[config.mk]
export PLATFORM = sky130hd
export DESIGN_NAME = ssp_monitor
export DESIGN_NICKNAME = d
export VERILOG_FILES = /design/src/verilog/ssp_pkg.sv /design/src/verilog/ssp_key_hold.sv /design/src/verilog/ssp_monitor.sv
export VERILOG_INCLUDE_DIRS = /design/src /design/src/verilog
export SDC_FILE = /design/constraint.sdc
export NUM_CORES = 1
export LEC_CHECK = 0
export ABC_AREA = 1
export BUFFER_PORTS_ARGS = -buffer_cell sky130_fd_sc_hd__buf_4
export CAP_MARGIN = 5
export CORE_AREA = 4 4 88 172
export CTS_BUF_LIST = sky130_fd_sc_hd__clkbuf_4 sky130_fd_sc_hd__clkbuf_8
export CTS_CLUSTER_DIAMETER = 60
export DETAILED_ROUTE_END_ITERATION = 8
export DIE_AREA = 0 0 92 176
export PLACE_DENSITY = 0.66
export SYNTH_ARGS = -nofsm -noshare
export SYNTH_HDL_FRONTEND = slang
export SYNTH_SLANG_ARGS = --single-unit
[constraint.sdc]
create_clock -name sys_clk_in -period 5.3 [get_ports sys_clk_in]
set_clock_uncertainty 0.2 [all_clocks]
set_input_delay 1.06 -clock sys_clk_in [delete_from_list [all_inputs] [get_ports sys_clk_in]]
set_output_delay 1.06 -clock sys_clk_in [all_outputs]
set_load 0.01 [all_outputs]
[src/verilog/ssp_params.svh]
// constants for the status panel monitor: offsets, reset values, timing
// assumes inclusion by bare name from the package and ssp_monitor
`ifndef SSP_PARAMS_SVH
`define SSP_PARAMS_SVH

// ***************************************************************
// register offsets (byte addresses, one word each)
// ***************************************************************
`define SSP_OFF_PON_SEL 8'h00
`define SSP_OFF_STATUS 8'h04
`define SSP_OFF_SEGMENTS 8'h08

// ***************************************************************
// field positions
// ***************************************************************
`define SSP_STAT_STATE_LSB 0
`define SSP_STAT_BB_BIT 4
`define SSP_STAT_MON_LSB 16
`define SSP_SEG_TOP_LSB 0
`define SSP_SEG_BOT_LSB 8

// ***************************************************************
// reset values and monitor numbers
// ***************************************************************
`define SSP_PON_DEFAULT 12'hFFF
`define SSP_PON_STATUS_MODE 12'hFFF
`define SSP_MON_FIRST 12'h000
`define SSP_MON_OUTPUT 12'h006
`define SSP_MON_SAFETY 12'h015
`define SSP_OUT_USED_MASK 8'h7F
`define SSP_SAF_USED_MASK 8'h03

// ***************************************************************
// timing
// ***************************************************************
`define SSP_CLK_PERIOD_NS 10
`define SSP_HOLD_TIME_MS 1000
`define SSP_HOLD_CYCLES ((`SSP_HOLD_TIME_MS * 1000000) / `SSP_CLK_PERIOD_NS)

`endif

[src/verilog/ssp_pkg.sv]
// types shared by the status panel monitor modules
// assumes the constants header sits beside it
`include "ssp_params.svh"

package ssp_pkg;

  // ***************************************************************
  // panel display states
  // ***************************************************************
  typedef enum logic [1:0] {
    SSP_ST_BOOT,
    SSP_ST_STATUS,
    SSP_ST_SELECT,
    SSP_ST_DATA
  } ssp_state_e;

  typedef logic [11:0] ssp_mon_t;

endpackage

[src/verilog/ssp_key_hold.sv]
// one operator key: press pulse and long-hold pulse
// assumes the key level is already synchronous and debounced
`timescale 1ns/10ps

module ssp_key_hold #(
  parameter int HOLD_CYCLES = 100
) (
  // clock and reset
  input wire logic sys_clk_in,
  input wire logic rst_in,
  input wire logic ce_in,
  // key level
  input wire logic key_in,
  // events
  output logic press_out,
  output logic hold_out
);

  localparam int CW = $clog2(HOLD_CYCLES + 1);
  localparam logic [CW-1:0] HOLD_LAST = CW'(HOLD_CYCLES - 1);
  localparam logic [CW-1:0] HOLD_FULL = CW'(HOLD_CYCLES);

  logic key_reg;
  logic [CW-1:0] cnt_reg;

  // ***************************************************************
  // edge and hold detection
  // ***************************************************************
  // previous key level for the press edge
  always_ff @(posedge sys_clk_in or posedge rst_in) begin
    if (rst_in) begin
      key_reg <= 1'b0;
    end else if (ce_in) begin
      key_reg <= key_in;
    end
  end

  // hold counter saturates so a long hold fires only once
  always_ff @(posedge sys_clk_in or posedge rst_in) begin
    if (rst_in) begin
      cnt_reg <= '0;
    end else if (ce_in) begin
      if (!key_in) begin
        cnt_reg <= '0;
      end else if (cnt_reg != HOLD_FULL) begin
        cnt_reg <= cnt_reg + CW'(1);
      end
    end
  end

  // registered event pulses
  always_ff @(posedge sys_clk_in or posedge rst_in) begin
    if (rst_in) begin
      press_out <= 1'b0;
      hold_out <= 1'b0;
    end else if (ce_in) begin
      press_out <= key_in & ~key_reg;
      hold_out <= key_in & (cnt_reg == HOLD_LAST);
    end
  end

endmodule // ssp_key_hold

[src/verilog/ssp_monitor.sv]
// status panel monitor: key sequence, output and safety input monitors
// assumes synchronous key and signal inputs, one clock, plain register port
//
// The register offsets and strobed register access were chosen for this implementation.
`timescale 1ns/10ps
`include "ssp_params.svh"

module ssp_monitor
  import ssp_pkg::*;
#(
  parameter int HOLD_CYCLES = `SSP_HOLD_CYCLES,
  parameter logic [11:0] PON_RESET = `SSP_PON_DEFAULT
) (
  // clock, reset, enable
  input wire logic sys_clk_in,
  input wire logic rst_in,
  input wire logic ce_in,
  // register port
  input wire logic [7:0] addr_in,
  input wire logic [31:0] wr_data_in,
  input wire logic wr_in,
  input wire logic rd_in,
  output logic [31:0] rd_data_out,
  // operator keys
  input wire logic key_mode_in,
  input wire logic key_up_in,
  input wire logic key_down_in,
  input wire logic key_data_in,
  // output signal states, high while the transistor conducts
  input wire logic alarm_output_in,
  input wire logic positioning_complete_output_in,
  input wire logic speed_coincidence_output_in,
  input wire logic position_mode_in,
  input wire logic rotation_detect_output_in,
  input wire logic servo_ready_output_in,
  input wire logic alarm_code_bit_one_in,
  input wire logic alarm_code_bit_two_in,
  input wire logic alarm_code_bit_three_in,
  // safety inputs, high while the contacts are shorted
  input wire logic base_block_input_one_in,
  input wire logic base_block_input_two_in,
  // display
  output logic [7:0] seg_top_out,
  output logic [7:0] seg_bot_out,
  output logic [1:0] disp_mode_out,
  output logic [11:0] disp_number_out,
  output logic hardware_base_block_out
);

  // ***************************************************************
  // declarations
  // ***************************************************************
  ssp_state_e state_reg;
  ssp_state_e state_next;
  ssp_mon_t mon_reg;
  ssp_mon_t mon_next;
  logic [11:0] pon_sel_reg;
  logic [3:0] key_lvl_w;
  logic [3:0] key_press_w;
  logic [3:0] key_hold_w;
  logic mode_press_w;
  logic up_press_w;
  logic down_press_w;
  logic data_hold_w;
  logic [7:0] out_act_w;
  logic [7:0] saf_act_w;
  logic [7:0] top_w;
  logic [7:0] bot_w;
  logic show_out_w;
  logic show_saf_w;
  logic [31:0] rd_value_w;

  // true while the live status of one given monitor is on the display
  function automatic logic showing(input ssp_state_e st, input ssp_mon_t mon, input ssp_mon_t target);
    showing = (st == SSP_ST_DATA) && (mon == target);
  endfunction

  // ***************************************************************
  // operator keys
  // ***************************************************************
  assign key_lvl_w = {key_data_in, key_down_in, key_up_in, key_mode_in};

  // one detector per key; only data uses the long hold
  genvar gk;
  generate
    for (gk = 0; gk < 4; gk++) begin : g_key
      ssp_key_hold #(
        .HOLD_CYCLES(HOLD_CYCLES)
      ) u_key (
        .sys_clk_in(sys_clk_in),
        .rst_in(rst_in),
        .ce_in(ce_in),
        .key_in(key_lvl_w[gk]),
        .press_out(key_press_w[gk]),
        .hold_out(key_hold_w[gk])
      );
    end
  endgenerate

  assign mode_press_w = key_press_w[0];
  assign up_press_w = key_press_w[1];
  assign down_press_w = key_press_w[2];
  assign data_hold_w = key_hold_w[3];

  // ***************************************************************
  // signal activity vectors, LED 1 in bit 0
  // ***************************************************************
  // outputs: conducting transistor is the active state
  assign out_act_w[0] = alarm_output_in;
  assign out_act_w[1] = position_mode_in ? positioning_complete_output_in : speed_coincidence_output_in;
  assign out_act_w[2] = rotation_detect_output_in;
  assign out_act_w[3] = servo_ready_output_in;
  assign out_act_w[4] = alarm_code_bit_one_in;
  assign out_act_w[5] = alarm_code_bit_two_in;
  assign out_act_w[6] = alarm_code_bit_three_in;
  assign out_act_w[7] = 1'b0; // reserved position

  // safety: shorted contacts read as active
  assign saf_act_w[0] = base_block_input_one_in;
  assign saf_act_w[1] = base_block_input_two_in;
  assign saf_act_w[7:2] = 6'h00;

  // ***************************************************************
  // panel state machine
  // ***************************************************************
  // next state and monitor number
  always_comb begin
    state_next = state_reg;
    mon_next = mon_reg;
    case (state_reg)
      SSP_ST_BOOT: begin
        if (pon_sel_reg == `SSP_PON_STATUS_MODE) begin
          state_next = SSP_ST_STATUS;
        end else begin
          state_next = SSP_ST_DATA;
          mon_next = pon_sel_reg;
        end
      end
      SSP_ST_STATUS: begin
        if (mode_press_w) begin
          state_next = SSP_ST_SELECT;
        end
      end
      SSP_ST_SELECT: begin
        if (data_hold_w) begin
          state_next = SSP_ST_DATA;
        end else if (mode_press_w) begin
          state_next = SSP_ST_STATUS;
        end else if (up_press_w) begin
          mon_next = mon_reg + 12'h001;
        end else if (down_press_w) begin
          mon_next = mon_reg - 12'h001;
        end
      end
      SSP_ST_DATA: begin
        // stays here, refreshing, until the data key is held
        if (data_hold_w) begin
          state_next = SSP_ST_SELECT;
        end
      end
      default: begin
        state_next = SSP_ST_STATUS;
      end
    endcase
  end

  // state register; boot state decides the power-on screen
  always_ff @(posedge sys_clk_in or posedge rst_in) begin
    if (rst_in) begin
      state_reg <= SSP_ST_BOOT;
    end else if (ce_in) begin
      state_reg <= state_next;
    end
  end

  // selected monitor number
  always_ff @(posedge sys_clk_in or posedge rst_in) begin
    if (rst_in) begin
      mon_reg <= `SSP_MON_FIRST;
    end else if (ce_in) begin
      mon_reg <= mon_next;
    end
  end

  // ***************************************************************
  // segment drive
  // ***************************************************************
  assign show_out_w = showing(state_reg, mon_reg, `SSP_MON_OUTPUT);
  assign show_saf_w = showing(state_reg, mon_reg, `SSP_MON_SAFETY);

  // per position: polarity differs between the two monitors
  genvar gp;
  generate
    for (gp = 0; gp < 8; gp++) begin : g_pos
      localparam logic [7:0] OUT_USED = `SSP_OUT_USED_MASK;
      localparam logic [7:0] SAF_USED = `SSP_SAF_USED_MASK;
      assign top_w[gp] = (show_out_w & OUT_USED[gp] & ~out_act_w[gp])
        | (show_saf_w & SAF_USED[gp] & saf_act_w[gp]);
      assign bot_w[gp] = (show_out_w & OUT_USED[gp] & out_act_w[gp])
        | (show_saf_w & SAF_USED[gp] & ~saf_act_w[gp]);
    end
  endgenerate

  // sampled every enabled cycle so the display tracks the signals
  always_ff @(posedge sys_clk_in or posedge rst_in) begin
    if (rst_in) begin
      seg_top_out <= 8'h00;
      seg_bot_out <= 8'h00;
    end else if (ce_in) begin
      seg_top_out <= top_w;
      seg_bot_out <= bot_w;
    end
  end

  // number shown in selection mode; the mode tells which screen is up
  assign disp_mode_out = state_reg;
  assign disp_number_out = mon_reg;

  // base block follows either safety input being opened
  always_ff @(posedge sys_clk_in or posedge rst_in) begin
    if (rst_in) begin
      hardware_base_block_out <= 1'b1;
    end else if (ce_in) begin
      hardware_base_block_out <= ~base_block_input_one_in | ~base_block_input_two_in;
    end
  end

  // ***************************************************************
  // register port
  // ***************************************************************
  // power-on select; reset reloads PON_RESET, so a written value never reaches the boot state
  always_ff @(posedge sys_clk_in or posedge rst_in) begin
    if (rst_in) begin
      pon_sel_reg <= PON_RESET;
    end else if (ce_in && wr_in && addr_in == `SSP_OFF_PON_SEL) begin
      pon_sel_reg <= wr_data_in[11:0];
    end
  end

  // read mux; unmapped offsets read as zero
  always_comb begin
    rd_value_w = 32'h0000_0000;
    case (addr_in)
      `SSP_OFF_PON_SEL: begin
        rd_value_w[11:0] = pon_sel_reg;
      end
      `SSP_OFF_STATUS: begin
        rd_value_w[`SSP_STAT_STATE_LSB +: 2] = state_reg;
        rd_value_w[`SSP_STAT_BB_BIT] = hardware_base_block_out;
        rd_value_w[`SSP_STAT_MON_LSB +: 12] = mon_reg;
      end
      `SSP_OFF_SEGMENTS: begin
        rd_value_w[`SSP_SEG_TOP_LSB +: 8] = seg_top_out;
        rd_value_w[`SSP_SEG_BOT_LSB +: 8] = seg_bot_out;
      end
      default: begin
        rd_value_w = 32'h0000_0000;
      end
    endcase
  end

  // read data stands only in the cycle after the strobe
  always_ff @(posedge sys_clk_in or posedge rst_in) begin
    if (rst_in) begin
      rd_data_out <= 32'h0000_0000;
    end else if (ce_in) begin
      rd_data_out <= rd_in ? rd_value_w : 32'h0000_0000;
    end
  end
endmodule // ssp_monitor

==> results.md <==
* Final antenna-violating net count at 0
* Pre-Repair DR Iteration Count at 5
* Filler cells at between 1000 and 1500
* WL/cell at 16.9 um
* Core area at roughly 14000 um^2
* Final RePlAce weighted congestion at 0.951
* RSZ-0062 raised after global routing: no
* Synth Area per Inst at roughly 7.4 um^2
* Crit Path Class: primary input to flop
* Commonest non-fill, non-tap cells in the layout: nand2_1, buf_4, dfrtp_1, inv_1, nor2_1
* Reg-to-reg startpoint: g_key[1].u_key.press_out
* Status: complete, no violations
* Initial antenna violation count at 1
* PostCTS Resize Cnt at 0
* Yosys warns at 0
* Layout cells sized above 1 at between 10% and 20%
* Vias in the first global route at 5489
* Design area at 7110 um^2
* CTS tree: built
* Via/cell ratio at 5.16
* Worst path required time at about 5.4 ns
* Buf/Inv on CP at 1
* TNS Setup at 0 ns
* Die Span Y at 176 um
* Hold Path End: g_key[1].u_key.press_out
* Max clock buf depth at 2
* Drt drc at 0
* Initial Util at around 44%
* Worst Max-Slew Pin Slew at around 0.89 ns
* Power Density at between 300 and 400 nW/um^2
* Clock Root Buffer: clkbuf_8
* Post-CTS Setup Repair Bufs at 0
* # diodes at 0
* Min Tclk post-route at about 2.6 ns
* GRT Overall Usage at a little under a quarter
* H-Tree Depth at 3
* Post-synthesis cell area at about 6100 um^2
* CTS clk-pin slew, worst paths at 0.11 ns
* Max Freq at about 380 MHz
* Synth unique cells at 45
* # hold bufs at CTS at 0
* Setup violations, final at 0
* CP max-delay cell: nand3_2
* Global-route wire length before repair at 29.1 mm
* Hold Path Class: flop to flop
* Vias at 5670
* CP endpoint kind: flop
* Hold path start: g_key[1].u_key.key_reg
* Worst r2r dst: disp_number_out[5]
* Mapped Cells at 819
* Main synth FF type: dfrtp_1
* VDD IR max at between 0.1 and 0.15 mV
* Largest net degree at the start of global routing at 71
* Nets at roughly 1000
* Reg2Reg Depth at 10
* Worst-path fanout max at 24
* Most common cell after layout, fill and taps aside: nand2_1
* Final Cycle Share at approximately 49%
* Hold path depth at 1
* Critical-path cell list: buf_4 -> nor2_1 -> nand2_1 -> nor3_4 -> nand3_2 -> o21ai_1
* Pwr Total at around 2.2 mW
* Final hold vios at 0
* EDFF count, synth at 0
* Area after DPL at 6890 um^2
* Post-DP HPWL at 14.7 mm
* FF+latch count, synth at between 100 and 150
* Startpoint types: primary input
* Placed cells at about 1100
* Ys async rst share at 100%
* Slew margin rel. at between 40% and 50%
* Critical path's largest stage delay at 0.49 ns
* Final core utilization at between 50% and 60%
* Rows at 61
* Area growth from synthesis to layout at 17.0%
* Die area at between 15000 and 20000 um^2
* Leak at about 3.5 nW
* Clock Sinks at a little over 100
* Max-cap violations at 0
* Layout Cells excl Fill at ~1100
* Clk_lat worst skew at between 0.3 and 0.4 ns
* CP top delay family: simple AND/OR/NAND/NOR gates
* Slew Limit Fails at 0
* I/O pins at 123
* Initial DRC count at between 300 and 400
* Die extent in x at approximately 90 um
* Final WL at about 19 mm
* Grt total ovfl at 0
* PortBufs at 95
* Arr. time, crit path at roughly 2.7 ns
* Num CTS Buffers at 9
* Worst R2R Setup Slack at between 2 and 3 ns
* Sequential area share after synthesis at 42.3%
-- synthesized netlist by cell type (2+ instances only) --
master	n	area share, %
nand3_2	2	0.33
xor2_1	10	1.4
nand2_4	2	0.37
nor3_4	2	0.54
dfrtp_1	89	37
xnor2_1	8	1.2
a32o_1	16	2.6
dfstp_2	13	5.6
buf_2	10	0.82
a21o_1	4	0.49
o21ai_1	16	1.3
nor3_1	9	0.74
o211ai_1	6	0.74
o22ai_1	7	0.72
buf_4	11	1.4
inv_2	5	0.31
ha_1	12	2.5
nor2_2	4	0.41
o31ai_2	5	1.0
nand2_1	279	17
nand3_1	58	4.8
inv_1	86	5.3
clkbuf_1	5	0.31
nand4_1	11	1.1
nand3b_1	3	0.37
o21ai_2	2	0.29
o21ai_0	33	2.7
buf_6	2	0.37
nor2_1	84	5.2
a21oi_1	10	0.82
-- worst max path at each step --
stage	to	start	cells after the start
6_report	pon_sel_reg[3]	addr_in[5]	6
5_1_grt	pon_sel_reg[3]	addr_in[1]	6
4_1_cts	pon_sel_reg[3]	addr_in[1]	6
3_5_place_dp	pon_sel_reg[3]	addr_in[1]	6
3_3_place_gp	pon_sel_reg[1]	addr_in[1]	6
2_1_floorplan	disp_mode_out[0]	rst_in	1
-- final cells by class --
cell class                      instances  area (um^2)  share of cell area, %
Clock buffer                            9          124                   1.74
Timing Repair Buffer                   98          736                   10.4
Multi-Input combinational cell        602         3000                   42.2
Tap cell                              189          236                   3.33
Inverter                               92          348                   4.90
Sequential cell                       102         2570                   36.2
Clock inverter                          7         91.3                   1.29
-- where the power goes --
part           switching (mW)  total [mW]  internal (mW)
logic                   0.447       0.714          0.267
registers               0.115       0.946          0.830
clock network           0.302       0.531          0.229
-- stage by stage --
step	setup WS [ns]	hold slack, ns
2_1_floorplan	1.39	0.235
3_3_place_gp	2.34	0.244
3_5_place_dp	2.30	0.253
4_1_cts	2.71	0.268
5_1_grt	2.47	0.296
6_report	2.69	0.266
-- routing by layer --
metal | up-vias | track usage, % | share of wire, %
li1 | 2799 | - | -
met1 | 2641 | 23.0 | 34
met2 | 165 | 44.5 | 55
met3 | 63 | 3.41 | 3.8
met4 | 2 | 16.3 | 7.2
met5 | - | 0 | 0.070
-- cells by family (layout without fill, tap and decap cells) --
kind of cell	after synthesis	in the layout	share of synthesized area, %
flip-flops	102	102	42.3
adder cells (fa/ha/maj)	13	13	2.80
AO/OA/AOI/OAI	104	104	11.4
buffers and inverters	121	206	8.61
XOR/XNOR	18	18	2.60
AND/OR/NAND/NOR	460	460	32.2
other	1	7	0.0618
No activity file was read; power rests on OpenSTA's default activity.
